`src/hw/akd_pkg.sv`:
```
package akd_pkg;

	// ----------------------------------------
	// Key codes and debounce
	// ----------------------------------------
	localparam logic [4:0] NO_KEY_CODE      = 5'h10;
	localparam logic [7:0] DECODE_BIAS      = 8'h08;
	localparam logic [2:0] MATCH_COUNT      = 3'h5;
	localparam logic [2:0] MATCH_RELOAD     = 3'h4;

	// ----------------------------------------
	// Sample tick
	// ----------------------------------------
	localparam int         CLK_HZ           = 40000000;
	localparam int         TIMER_EVENT_US   = 1950;
	localparam int         TIMER_EVENT_CYC  = (CLK_HZ / 1000) * TIMER_EVENT_US / 1000;
	localparam logic [1:0] EVENTS_PER_STEP  = 2'h3;

	// ----------------------------------------
	// APB map
	// ----------------------------------------
	localparam logic [11:0] ADDR_STATUS     = 12'h000;
	localparam logic [11:0] ADDR_MASK       = 12'h004;
	localparam logic [11:0] ADDR_KEY        = 12'h008;
	localparam logic [11:0] ADDR_CTRL       = 12'h00c;
	localparam int          ST_CHANGE_BIT   = 0;
	localparam int          ST_DONE_BIT     = 1;
	localparam int          CTRL_EN_BIT     = 0;
	localparam logic [1:0]  MASK_RESET      = 2'h0;
	localparam logic        CTRL_RESET      = 1'b1;

	typedef struct packed {
		logic [4:0] validKey;
		logic [4:0] previousKey;
		logic [2:0] debounceCounter;
		logic       debounceDone;
	} akd_state_t;

endpackage

```
`src/hw/akd_decoder.sv`:
```
`timescale 1ns/100ps
//
// Function
// - Each band of sixteen conversion values maps to one key code 01h up to 0Fh, with only 00h-07h giving key 0.
// - Conversion values F8h to FFh give the no-key code 10h.
// - The code is found by adding 8; a carry gives no-key, else the upper nibble is the key.
// - A code becomes valid only after five equal samples in a row.
// - A differing sample is stored as previous code, the counter reloads to four and done clears.
// - An equal sample while not done decrements the counter and sets done when it hits zero.
// - At done, a debounced code differing from the valid key replaces it and sets the change flag.
// - While done, equal samples change neither counter, valid key nor flags.
// - The change flag is only ever cleared by the consumer or by reset.
// - Reset sets valid and previous codes to no-key, the counter to five and both flags clear.
module akd_decoder #(
	parameter int TIMER_CYC = akd_pkg::TIMER_EVENT_CYC
) (
	input  wire logic        clk_sys,
	input  wire logic        rst_b,
	input  wire logic [7:0]  conversion_result,
	input  wire logic        psel,
	input  wire logic        penable,
	input  wire logic        pwrite,
	input  wire logic [11:0] paddr,
	input  wire logic [31:0] pwdata,
	output logic [31:0]      prdata,
	output logic             pready,
	output logic             pslverr,
	output logic             irq,
	output logic [4:0]       valid_key_code,
	output logic             key_change_flag
);

	// ----------------------------------------
	// Decode
	// ----------------------------------------
	function automatic logic [4:0] decodeKey(input logic [7:0] raw);
		logic [8:0] sum;
		sum = {1'b0, raw} + {1'b0, akd_pkg::DECODE_BIAS};
		if (sum[8]) begin
			decodeKey = akd_pkg::NO_KEY_CODE;
		end else begin
			decodeKey = {1'b0, sum[7:4]};
		end
	endfunction

	// ----------------------------------------
	// Inputs and tick
	// ----------------------------------------
	// Converter result is asynchronous to us; two stages before use
	logic [7:0]        convSync1;
	logic [7:0]        convSync2;
	logic              stepPulse;
	logic              ctrlEnable;
	logic [1:0]        maskReg;
	akd_pkg::akd_state_t st;
	logic [4:0]        sampleKey;
	logic              apbWrite;
	logic              apbRead;
	logic              clearChange;
	logic              setChange;

	always_ff @(posedge clk_sys or negedge rst_b) begin
		if (!rst_b) begin
			convSync1 <= 8'h00;
			convSync2 <= 8'h00;
		end else begin
			convSync1 <= conversion_result;
			convSync2 <= convSync1;
		end
	end

	akd_step_tick #(
		.TIMER_CYC (TIMER_CYC)
	) u_tick (
		.clk_sys   (clk_sys),
		.rst_b     (rst_b),
		.enable    (ctrlEnable),
		.stepPulse (stepPulse)
	);

	assign sampleKey = decodeKey(convSync2);

	// ----------------------------------------
	// Debounce
	// ----------------------------------------
	always_ff @(posedge clk_sys or negedge rst_b) begin
		if (!rst_b) begin
			st.validKey        <= akd_pkg::NO_KEY_CODE;
			st.previousKey     <= akd_pkg::NO_KEY_CODE;
			st.debounceCounter <= akd_pkg::MATCH_COUNT;
			st.debounceDone    <= 1'b0;
		end else if (stepPulse) begin
			if (sampleKey != st.previousKey) begin
				st.previousKey     <= sampleKey;
				st.debounceCounter <= akd_pkg::MATCH_RELOAD;
				st.debounceDone    <= 1'b0;
			end else if (!st.debounceDone) begin
				st.debounceCounter <= st.debounceCounter - 3'h1;
				if (st.debounceCounter == 3'h1) begin
					st.debounceDone <= 1'b1;
					st.validKey     <= st.previousKey;
				end
			end
			// Done and equal: hold everything.
		end
	end

	assign setChange = stepPulse && (sampleKey == st.previousKey) && !st.debounceDone
		&& (st.debounceCounter == 3'h1) && (st.previousKey != st.validKey);

	// ----------------------------------------
	// Change flag, set beats clear
	// ----------------------------------------
	assign apbWrite    = psel && penable && pwrite;
	assign apbRead     = psel && !penable && !pwrite;
	assign clearChange = apbWrite && (paddr == akd_pkg::ADDR_STATUS) && pwdata[akd_pkg::ST_CHANGE_BIT];

	always_ff @(posedge clk_sys or negedge rst_b) begin
		if (!rst_b) begin
			key_change_flag <= 1'b0;
		end else if (setChange) begin
			key_change_flag <= 1'b1;
		end else if (clearChange) begin
			key_change_flag <= 1'b0;
		end
	end

	always_ff @(posedge clk_sys or negedge rst_b) begin
		if (!rst_b) begin
			valid_key_code <= akd_pkg::NO_KEY_CODE;
		end else begin
			valid_key_code <= st.validKey;
		end
	end

	// ----------------------------------------
	// APB slave, zero wait states
	// ----------------------------------------
	always_ff @(posedge clk_sys or negedge rst_b) begin
		if (!rst_b) begin
			maskReg    <= akd_pkg::MASK_RESET;
			ctrlEnable <= akd_pkg::CTRL_RESET;
		end else if (apbWrite) begin
			if (paddr == akd_pkg::ADDR_MASK) begin
				maskReg <= pwdata[1:0];
			end
			if (paddr == akd_pkg::ADDR_CTRL) begin
				ctrlEnable <= pwdata[akd_pkg::CTRL_EN_BIT];
			end
		end
	end

	// Read data registered in setup so pready/prdata come from flops
	always_ff @(posedge clk_sys or negedge rst_b) begin
		if (!rst_b) begin
			prdata  <= 32'h0;
			pready  <= 1'b0;
			pslverr <= 1'b0;
		end else begin
			pready  <= psel && !penable;
			pslverr <= 1'b0;
			if (apbRead) begin
				unique case (paddr)
					akd_pkg::ADDR_STATUS: prdata <= {30'h0, st.debounceDone, key_change_flag};
					akd_pkg::ADDR_MASK:   prdata <= {30'h0, maskReg};
					akd_pkg::ADDR_KEY:    prdata <= {27'h0, st.validKey};
					akd_pkg::ADDR_CTRL:   prdata <= {31'h0, ctrlEnable};
					default: begin
						prdata  <= 32'h0;
						pslverr <= 1'b1;
					end
				endcase
			end else if (psel && !penable) begin
				prdata <= 32'h0;
				pslverr <= !((paddr == akd_pkg::ADDR_STATUS) || (paddr == akd_pkg::ADDR_MASK)
					|| (paddr == akd_pkg::ADDR_KEY) || (paddr == akd_pkg::ADDR_CTRL));
			end
		end
	end

	always_ff @(posedge clk_sys or negedge rst_b) begin
		if (!rst_b) begin
			irq <= 1'b0;
		end else begin
			irq <= (key_change_flag && maskReg[akd_pkg::ST_CHANGE_BIT])
				|| (st.debounceDone && maskReg[akd_pkg::ST_DONE_BIT]);
		end
	end

	// ----------------------------------------
	// Checks
	// ----------------------------------------
	a_reload_four: assert property (@(posedge clk_sys) disable iff (!rst_b)
		stepPulse && sampleKey != st.previousKey |=> st.debounceCounter == 3'h4 && !st.debounceDone)
		else $error("counter not reloaded to four");
	a_decrement_step: assert property (@(posedge clk_sys) disable iff (!rst_b)
		stepPulse && sampleKey == st.previousKey && !st.debounceDone
		|=> st.debounceCounter == $past(st.debounceCounter) - 3'h1)
		else $error("counter not decremented");
	a_done_hold: assert property (@(posedge clk_sys) disable iff (!rst_b)
		stepPulse && sampleKey == st.previousKey && st.debounceDone |=> $stable(st))
		else $error("state moved while done");
	a_flag_sticky: assert property (@(posedge clk_sys) disable iff (!rst_b)
		key_change_flag && !clearChange |=> key_change_flag)
		else $error("change flag dropped by itself");
	a_change_sets: assert property (@(posedge clk_sys) disable iff (!rst_b)
		setChange |=> key_change_flag && st.validKey == $past(st.previousKey))
		else $error("change flag or key not updated");
	a_valid_stable: assert property (@(posedge clk_sys) disable iff (!rst_b)
		!stepPulse |=> $stable(st.validKey))
		else $error("valid key changed outside step");
	a_decode_nokey: assert property (@(posedge clk_sys) disable iff (!rst_b)
		convSync2 >= 8'hf8 |-> sampleKey == 5'h10)
		else $error("top band not no-key");
	a_decode_band: assert property (@(posedge clk_sys) disable iff (!rst_b)
		convSync2 < 8'hf8 |-> sampleKey == 5'((convSync2 + 9'h8) >> 4))
		else $error("band decode wrong");
	a_step_spacing: assert property (@(posedge clk_sys) disable iff (!rst_b)
		stepPulse |=> !stepPulse [*2])
		else $error("steps too close");

endmodule

```
`src/hw/akd_step_tick.sv`:
```
`timescale 1ns/100ps
module akd_step_tick #(
	parameter int TIMER_CYC = akd_pkg::TIMER_EVENT_CYC
) (
	input  wire logic clk_sys,
	input  wire logic rst_b,
	input  wire logic enable,
	output logic      stepPulse
);

	// ----------------------------------------
	// Timer event every 1.95 ms, step every third
	// ----------------------------------------
	logic [31:0] timerCount;
	logic [1:0]  eventCount;
	logic        timerEvent;

	assign timerEvent = enable && (timerCount == 32'(TIMER_CYC - 1));

	always_ff @(posedge clk_sys or negedge rst_b) begin
		if (!rst_b) begin
			timerCount <= 32'h0;
		end else if (!enable || timerEvent) begin
			timerCount <= 32'h0;
		end else begin
			timerCount <= timerCount + 32'h1;
		end
	end

	always_ff @(posedge clk_sys or negedge rst_b) begin
		if (!rst_b) begin
			eventCount <= akd_pkg::EVENTS_PER_STEP;
			stepPulse  <= 1'b0;
		end else begin
			stepPulse <= 1'b0;
			if (timerEvent) begin
				if (eventCount == 2'h1) begin
					eventCount <= akd_pkg::EVENTS_PER_STEP;
					stepPulse  <= 1'b1;
				end else begin
					eventCount <= eventCount - 2'h1;
				end
			end
		end
	end

endmodule

```
`config.mk`:
```
export PLATFORM = sky130hd
export DESIGN_NAME = akd_decoder
export DESIGN_NICKNAME = d
export VERILOG_FILES = /design/src/hw/akd_pkg.sv /design/src/hw/akd_decoder.sv /design/src/hw/akd_step_tick.sv
export SDC_FILE = /design/constraint.sdc
export NUM_CORES = 1
export LEC_CHECK = 0
export ABC_AREA = 1
export BUFFER_PORTS_ARGS = -buffer_cell sky130_fd_sc_hd__buf_4
export CELL_PAD_IN_SITES_DETAIL_PLACEMENT = 1
export CELL_PAD_IN_SITES_GLOBAL_PLACEMENT = 1
export CORE_MARGIN = 4
export CORE_UTILIZATION = 39
export CTS_CLUSTER_DIAMETER = 100
export DETAILED_ROUTE_END_ITERATION = 7
export HOLD_SLACK_MARGIN = 0.02
export PLACE_DENSITY_LB_ADDON = 0.1
export SLEW_MARGIN = 15
export SYNTH_ARGS = -nofsm -noshare
export SYNTH_HDL_FRONTEND = slang
export SYNTH_SLANG_ARGS = --single-unit
```
`constraint.sdc`:
```
create_clock -name clk_sys -period 2.34 [get_ports clk_sys]
set_clock_uncertainty 0.2 [all_clocks]
set_input_delay 0.468 -clock clk_sys [delete_from_list [all_inputs] [get_ports clk_sys]]
set_output_delay 0.468 -clock clk_sys [all_outputs]
set_load 0.01 [all_outputs]
```
==> results of run 1 <==
[state kept, by name, indices dropped and copies added, names as in the netlist]
name	flops
pready	1
u_tick.stepPulse	1
maskReg	2
key_change_flag	1
convSync1	5
convSync2	5
irq	1
st	14
u_tick.eventCount	2
u_tick.timerCount	32
ctrlEnable	1
valid_key_code	5
pslverr	1
prdata	5
[metal layers]
layer  vias up  wire [um]  part of all wire  track usage
li1       1670          -                 -            -
met1      1637       4800              0.48        0.247
met2        86       4440              0.44        0.285
met3        15        588             0.059       0.0268
met4         0        178             0.018       0.0721
met5         -          0                 0            0
[how the worst max path moves through the flow]
stage / startpoint / endpoint / slack (ps) / depth (start not counted)
finish: u_tick.timerCount[0] / u_tick.timerCount[15] / 260 / 10
global route: u_tick.timerCount[0] / u_tick.timerCount[31] / 60 / 12
CTS: u_tick.timerCount[0] / u_tick.timerCount[15] / 240 / 10
detailed placement: u_tick.timerCount[0] / u_tick.timerCount[28] / 260 / 9
global placement: paddr[1] / maskReg[0] / 290 / 7
floorplan: u_tick.timerCount[0] / u_tick.timerCount[29] / 500 / 10
[stage by stage]
step	hold slack (ps)	worst slack, ps
6_report	68.1	256
5_1_grt	58.6	60.5
4_1_cts	54.0	238
3_5_place_dp	146	264
3_3_place_gp	131	288
2_1_floorplan	-27.6	503
[power breakdown]
| part | switching (W) | internal, W | leakage, nW | total (W) |
|---|---|---|---|---|
| clock network | 0.000508 | 0.000492 | 0.0885 | 0.00100 |
| logic | 0.0000863 | 0.0000524 | 0.939 | 0.000139 |
| registers | 0.00000785 | 0.00132 | 1.00 | 0.00133 |
[logic make-up (layout without fill, tap and decap cells)]
kind of cell / Yosys count / in the layout / synth area share
other: 1 / 27 / 0.000924
and+or+nand+nor: 289 / 289 / 0.312
DFF: 76 / 76 / 0.471
adders and majority gates: 4 / 4 / 0.0123
xor gates and xnor gates: 24 / 24 / 0.0518
AOI/OAI and AO/OA: 26 / 26 / 0.0386
buffers and inverters: 88 / 122 / 0.113
[cell type report]
cell class | count | area, um2
fillers | 1260 | 5280
flip-flops and latches | 76 | 1910
multi-input cells | 370 | 1790
repair buffers | 50 | 403
inverters | 56 | 210
well taps | 133 | 166
clock buffers | 10 | 128
clock inverters | 6 | 66.3
[Yosys cell counts, types with 2 or more instances]
cell,number
a21oi_1,8
buf_4,29
dfrtp_1,68
dfstp_2,8
ha_1,4
inv_1,56
nand2_1,119
nand2_2,3
nand3_1,39
nand4_1,16
nor2_1,71
nor2_2,4
nor3_1,23
nor3b_1,2
nor4_1,4
o21ai_0,10
o21ai_2,5
or2_2,5
xnor2_1,5
xor2_1,19
[worst reg2reg max path, delay by kind of cell (launching register included)]
kind,cells,cell delay [ps]
AND/OR/NAND/NOR,6,910
XOR/XNOR,1,180
flip-flops,1,410
buffers and inverters,3,280
[what timing repair did]
action	CTS	global route
endpoints found under the setup margin	0	0
hold buffers	6	0
gates resized for setup	0	0
endpoints found under the hold margin	20	0
[cell usage in the layout (no fill, tap or decap), types with 6 or more instances in the layout]
cell	synthesis	routed
nor3_1	23	23
o21ai_0	10	10
nand2_1	119	119
clkbuf_8	0	9
buf_4	29	43
a21oi_1	8	8
dlygate4sd3_1	0	6
dfrtp_1	68	68
inv_1	56	56
dfstp_2	8	8
nand3_1	39	39
nand4_1	16	16
nor2_1	71	71
conb_1	1	27
xor2_1	19	19
==> results.py, run 1 <==
metrics = {
    "final_layout": {
        "area_growth_pct": 15.1,
        "postLayoutCoreUtil": 0.469,
        "drive_gt1_frac": 0.151,
        "final_nets": 624,
        "layout.cells.non_filler": 701,
        "fin_area_um2": 4670,
        "num_antenna_cells": 0,
    },
    "critical_path": {
        "crit_slowest_cell": "dfrtp_1",
        "cp.required_ps": 2390,
        "path_max_fanout": 6,
        "r2r_setup_slack_ps": 260,
        "path_class": "reg -> reg",
        "reg2reg_from": "u_tick.timerCount[0]",
        "r2r_cells": 10,
        "cpLargestDelayFamily": "simple AND/OR/NAND/NOR gates",
        "crit_path_end_kind": "register",
        "r2r-end": "u_tick.timerCount[15]",
        "cp.arrival_ps": 2130,
        "cpPeakStageDelay_ps": 410,
        "crit_chain": "nand3_1, nor2_1, inv_1, nor2_1, inv_1, nor2_1, inv_1, nor2_1, xor2_1, nor2_1",
        "crit_buf_inv": 3,
        "crit_top_cell": "nor2_1",
        "startpoint_type": "register",
    },
    "yosys": {
        "ys_warn_count": 0,
        "ys_ff_latch": 76,
        "synth_area_um2": 4060,
        "synth_area_leaders": "dfrtp_1, nand2_1, nor2_1",
        "async_flop_share": 1.00,
        "synth_top_area_share": 0.419,
        "synth-edff-count": 0,
        "ys_seq_area_frac": 0.471,
        "ys.flop_type": "dfrtp_1",
        "synth_area_leader_cell": "dfrtp_1",
        "syn_area_per_cell_um2": 7.99,
        "postSynthCellCount": 508,
        "ys_types": 30,
    },
    "clock_tree": {
        "cts_setup_buffers": 0,
        "cts.htree.levels": 3,
        "path_clk_slew_ps": 90,
        "cts_tree": "yes",
        "clk_path_buf_depth": 2,
        "cts_buffers": 9,
        "numClockSinks": 76,
        "root_buffer": "clkbuf_8",
        "clkLatencyLatePin_ps": 360,
    },
    "timing": {
        "max_freq_mhz": 480,
        "rsz0062_at_grt": "false",
        "tns_ps": 0,
        "slew_viol_final": 0,
        "min_period_ps": 2080,
        "fin_crit_sh": 0.891,
        "setup_viol": 0,
        "hold_viol_final": 0,
    },
    "grt": {
        "grt_max_degree": 38,
        "antenna_found_initial": 0,
        "track_usage": 0.180,
        "grt_pass1_wl_um": 16700,
        "grt_pass1_vias": 3429,
        "overflow": 0,
    },
    "place": {
        "port_buffers": 37,
        "post_dp_cell_area_um2": 4420,
        "dpl.hpwl_um": 8050,
        "dp_cells": 679,
        "gp_congestion": 0.868,
    },
    "worst_hold_path": {
        "holdPathEnd": "pready",
        "hold_start": "penable",
        "hold_depth": 2,
        "hold_class": "in -> reg",
    },
    "power": {
        "peakVddDrop_mv": 0.252,
        "p_leak_nw": 2.03,
        "power.density_nw_per_um2": 529,
        "p_total_w": 0.00247,
    },
    "detailed_routing": {
        "drt-pass1-iter-count": 4,
        "num_vias": 3408,
        "ant_nets": 0,
        "finalWirelength_um": 10000,
        "drc": 0,
        "viasPerCell": 4.86,
        "drt_iter0_markers": 127,
        "wire_per_inst_um": 14.3,
    },
    "floorplan": {
        "io_pins": 98,
        "die_y_um": 110,
        "die-area_um2": 12100,
        "num_rows": 36,
        "start_util": 0.407,
        "core_um2": 9950,
        "die_w_um": 110,
    },
    "run_status": {
        "status": "finished, final reports clean",
    },
    "job": {
        "drv_cap": 0,
    },
}
Note: power is estimated with default switching activity, not from simulation.
==> run 2, diff against run 1 <==
PLACE_DENSITY_LB_ADDON = 0.3   (was 0.1)
==> run 2 against run 1 <==
Compared with the run above: via count grew 2.3%; sequential power about the same; register-to-register slack worse by 60 ps; total power down 4.6%; cell count fell by 0.14%; global-route usage rose by 0.34 points; design area is 0.72% lower; combinational power hardly changed; largest power group unchanged; highest routed layer unchanged.
==> results.py, run 2 (same netlist as run 1, synthesis figures left out) <==
metrics = {
    "floorplan": {
        "start_util": 0.407,
        "die_y_um": 110,
        "num_rows": 36,
        "die_w_um": 110,
        "die-area_um2": 12100,
        "core_um2": 9950,
        "io_pins": 98,
    },
    "power": {
        "p_leak_nw": 2.02,
        "peakVddDrop_mv": 0.197,
        "power.density_nw_per_um2": 508,
    },
    "timing": {
        "hold_viol_final": 0,
        "slew_viol_final": 0,
        "setup_ws_ps": 198,
        "fin_crit_sh": 0.915,
        "setup_viol": 0,
        "hold_slack_ps": 77.4,
        "max_freq_mhz": 467,
        "min_period_ps": 2140,
        "tns_ps": 0,
        "rsz0062_at_grt": "false",
    },
    "place": {
        "dp_slack_ps": 257,
        "gp_congestion": 0.866,
        "post_dp_cell_area_um2": 4410,
        "dpl.hpwl_um": 8020,
        "dp_cells": 678,
        "port_buffers": 37,
    },
    "final_layout": {
        "layout.cells.non_filler": 700,
        "final_nets": 623,
        "multi_input_area_um2": 1790,
        "nFillCells": 1247,
        "regArea_um2": 1910,
        "fin_area_um2": 4640,
        "reg_top3": "u_tick.timerCount x32, st x14",
        "mostFrequentLayoutCell": "nand2_1",
        "largest_reg_flops": 32,
        "drive_gt1_frac": 0.150,
        "final_cell_mix": "nand2_1, nor2_1, dfrtp_1",
        "area_growth_pct": 14.3,
        "top_register": "u_tick.timerCount",
        "num_antenna_cells": 0,
    },
    "clock_tree": {
        "cts.htree.levels": 3,
        "path_clk_slew_ps": 80,
        "clk_path_buf_depth": 2,
        "cts_tree": "yes",
        "root_buffer": "clkbuf_8",
        "clkLatencyLatePin_ps": 360,
        "numClockSinks": 76,
        "cts_buffers": 9,
    },
    "detailed_routing": {
        "drt_iter0_markers": 126,
        "num_vias": 3486,
        "drc": 0,
        "drt-pass1-iter-count": 4,
        "ant_nets": 0,
        "wire_per_inst_um": 14.8,
        "viasPerCell": 4.98,
        "finalWirelength_um": 10400,
    },
    "critical_path": {
        "cpPeakStageDelay_ps": 420,
        "crit_chain": "nand2_1, nor3_1, inv_1, nor3_1, buf_4, xor2_1, nor2_1",
        "crit_path_end_kind": "register",
        "cp.required_ps": 2390,
        "crit_slowest_cell": "dfrtp_1",
        "path_max_fanout": 5,
        "crit_top_cell": "nor3_1",
        "crit_buf_inv": 2,
        "path_class": "reg -> reg",
        "cpLargestDelayFamily": "simple AND/OR/NAND/NOR gates",
        "cp.arrival_ps": 2190,
        "startpoint_type": "register",
    },
    "grt": {
        "antenna_found_initial": 0,
        "grt_pass1_wl_um": 17100,
        "grt_pass1_vias": 3620,
        "track_usage": 0.183,
        "overflow": 0,
        "grt_max_degree": 65,
    },
    "job": {
        "drv_cap": 0,
    },
    "run_status": {
        "status": "finished, final reports clean",
    },
    "worst_hold_path": {
        "hold_class": "in -> reg",
    },
}
==> run 2: power breakdown <==
group          internal, W  switching (W)  total (W)  leakage, nW
Clock             0.000385       0.000503   0.000888       0.0864
Sequential         0.00132     0.00000776    0.00133         1.00
Combinational    0.0000513      0.0000864   0.000138        0.935
Total              0.00176       0.000597    0.00236         2.02
==> run 2: worst paths after layout <==
| path | slack, ps | endpoint | cells past startpoint | start |
|---|---|---|---|---|
| hold reg to reg | 150 | convSync2[5] | 0 | convSync1[5] |
| setup / recovery | 200 | u_tick.timerCount[9] | 7 | u_tick.timerCount[5] |
| setup reg to reg | 200 | u_tick.timerCount[9] | 7 | u_tick.timerCount[5] |
| hold / removal | 80 | pready | 2 | penable |
| max in group asynchronous | 1030 | u_tick.eventCount[1] | 3 | rst_b |
| min in group asynchronous | 280 | valid_key_code[2] | 2 | rst_b |
==> run 2: what timing repair did <==
action,CTS,global route
buffers inserted,0,0
hold buffers,6,0
resized for setup,0,0
hold endpoints to repair,17,0
==> run 2: metrics by stage <==
| step | utilization | power [W] |
|---|---|---|
| 6_report | 0.466 | 0.00236 |
| 4_1_cts | 0.466 | 0.00238 |
| 3_5_place_dp | 0.443 | 0.00149 |
| 2_1_floorplan | - | 0.00145 |
| 5_1_grt | 0.466 | 0.00247 |
| 3_3_place_gp | 0.443 | 0.00148 |
==> run 2: area by class of cell <==
class | count | share of cell area
Clock inverter | 6 | 0.00863
Inverter | 56 | 0.0453
Tap cell | 133 | 0.0359
Timing Repair Buffer | 49 | 0.0853
Multi-Input combinational cell | 370 | 0.385
Clock buffer | 10 | 0.0275
Sequential cell | 76 | 0.412
==> run 2: per-layer routing <==
layer / GRT usage / wire length, um
met5: 0 / 0
met4: 0.0739 / 223
met3: 0.0320 / 737
met2: 0.308 / 4920
met1: 0.234 / 4510
==> run 3, diff against run 2 <==
CORE_UTILIZATION = 28   (was 39)
CTS_CLUSTER_DIAMETER = unset   (was 100)
REMOVE_ABC_BUFFERS = 1   (was unset)
==> run 3 against run 2 <==
Compared with the run above: via count fell by 3.0%; largest cell class unchanged; combinational power about the same; sequential share of layout area is 1.5 points lower; cell count is 6.6% higher; utilization down 12 points; non-clock buffer count shrank 1; count of clock-buffer cells in the layout grew 1; first-iteration DRC count grew 40%; setup slack improved by 84 ps; largest power group is now clock; highest routed layer unchanged; register-to-register slack gained 80 ps; wire length decreased by 0.62%.
==> results.py, run 3 (same netlist as run 1, synthesis figures left out) <==
metrics = {
    "final_layout": {
        "top_register": "u_tick.timerCount",
        "largest_reg_flops": 32,
        "final_nets": 622,
        "num_antenna_cells": 0,
        "mostFrequentLayoutCell": "nand2_1",
        "reg_top3": "u_tick.timerCount x32, st x14",
        "area_growth_pct": 18.6,
        "drive_gt1_frac": 0.152,
        "nFillCells": 1739,
        "postLayoutCoreUtil": 0.343,
        "final_cell_mix": "nand2_1, nor2_1, dfrtp_1",
    },
    "worst_hold_path": {
        "hold_class": "in -> reg",
        "holdPathEnd": "convSync1[4]",
        "hold_depth": 1,
        "hold_start": "conversion_result[4]",
    },
    "floorplan": {
        "core_um2": 14000,
        "start_util": 0.289,
        "die_w_um": 128,
        "die-area_um2": 16500,
        "die_y_um": 128,
        "num_rows": 43,
        "io_pins": 98,
    },
    "critical_path": {
        "cp.arrival_ps": 2080,
        "reg2reg_from": "u_tick.timerCount[0]",
        "path_class": "reg -> reg",
        "r2r-end": "u_tick.timerCount[16]",
        "cpLargestDelayFamily": "simple AND/OR/NAND/NOR gates",
        "crit_chain": "ha_1, nand2_1, nor2_1, nand4_1, nor2_1, nand2_1, nand2_1, buf_4, nor2_1",
        "r2r_setup_slack_ps": 280,
        "crit_buf_inv": 1,
        "cpPeakStageDelay_ps": 410,
        "startpoint_type": "register",
        "r2r_cells": 9,
        "cp.required_ps": 2360,
        "path_max_fanout": 14,
        "crit_slowest_cell": "dfrtp_1",
        "crit_path_end_kind": "register",
    },
    "timing": {
        "fin_crit_sh": 0.879,
        "setup_viol": 0,
        "setup_ws_ps": 283,
        "rsz0062_at_grt": "false",
        "min_period_ps": 2060,
        "tightest_slew_ps": 582,
        "hold_viol_final": 0,
        "slew_viol_final": 0,
        "tns_ps": 0,
        "max_freq_mhz": 486,
        "hold_slack_ps": 35.1,
        "max_slew_margin": 0.609,
    },
    "grt": {
        "overflow": 0,
        "antenna_found_initial": 0,
        "grt_max_degree": 77,
        "grt_pass1_vias": 3658,
        "track_usage": 0.132,
        "grt_pass1_wl_um": 17600,
    },
    "place": {
        "dpl.hpwl_um": 7930,
        "gp_congestion": 0.868,
        "dp_slack_ps": 259,
        "port_buffers": 37,
    },
    "clock_tree": {
        "cts_buffers": 9,
        "cts.htree.levels": 3,
        "clk_path_buf_depth": 2,
        "numClockSinks": 76,
        "clkLatencyLatePin_ps": 340,
        "cts_setup_buffers": 0,
        "path_clk_slew_ps": 70,
        "root_buffer": "clkbuf_16",
        "cts_tree": "yes",
    },
    "power": {
        "p_leak_nw": 2.07,
        "p_total_w": 0.00285,
        "peakVddDrop_mv": 0.358,
        "power.density_nw_per_um2": 593,
    },
    "detailed_routing": {
        "drc": 0,
        "wire_per_inst_um": 13.8,
        "drt_iter0_markers": 177,
        "drt-pass1-iter-count": 4,
        "finalWirelength_um": 10300,
        "num_vias": 3383,
        "viasPerCell": 4.53,
        "ant_nets": 0,
    },
    "job": {
        "drv_cap": 0,
    },
    "run_status": {
        "status": "finished, final reports clean",
    },
}
==> run 3: cell count changes in the layout (fill, tap and decap cells not counted) <==
cell	change
clkinvlp_4	+1
clkinv_2	-3
clkbuf_16	+9
clkinv_4	-1
clkbuf_1	-1
clkbuf_8	-7
dlygate4sd3_1	-1
inv_6	+2
==> run 3: report_power, final <==
group	total (W)	switching, W	leakage [nW]	internal, W
Clock	0.00138	0.000596	0.139	0.000788
Sequential	0.00133	0.00000775	1.00	0.00133
Combinational	0.000136	0.0000855	0.930	0.0000501
==> run 3: layer usage <==
metal | global-route usage | up-vias | share of wire
li1 | - | 1667 | -
met1 | 0.169 | 1645 | 0.46
met2 | 0.223 | 57 | 0.49
met3 | 0.0320 | 14 | 0.039
met4 | 0.0400 | 0 | 0.016
met5 | 0 | - | 0
==> run 3: stage by stage <==
step	instance area, um2	std cells
final	4810	746
after global routing	4810	746
after CTS	4810	746
after detailed placement	4470	725
after global placement	4470	725
after floorplan	3910	502
==> run 3: area by class of cell <==
cell class                 count  area [um2]  share of cell area
timing repair buffer          48         385              0.0801
clock inverter                 5        41.3             0.00858
multi-input combinational    370        1790               0.371
tap                          180         225              0.0468
inverter                      56         210              0.0437
clock buffer                  11         253              0.0525
sequential                    76        1910               0.397
==> run 3: timing repair <==
item                                   4_1_cts  5_1_grt
setup endpoints to repair                    0        0
hold buffers                                 5        0
endpoints found under the hold margin       72        0
gates resized for setup                      0        0
==> run 3: worst max path at each step <==
stage | start | end | slack (ps) | cells past startpoint
floorplan | u_tick.timerCount[0] | u_tick.timerCount[17] | 280 | 8
global placement | paddr[1] | maskReg[0] | 270 | 7
detailed placement | paddr[1] | maskReg[0] | 260 | 7
CTS | convSync2[3] | key_change_flag | 250 | 10
global route | u_tick.timerCount[0] | u_tick.timerCount[31] | 7 | 11
finish | u_tick.timerCount[0] | u_tick.timerCount[16] | 280 | 9
==> run 3: worst register-to-register path: cells and delay by family, from the launching register on <==
family	cells	cell delay (ps)
fa+ha+maj	1	230
flops	1	410
buf+inv	1	220
simple gates	7	890
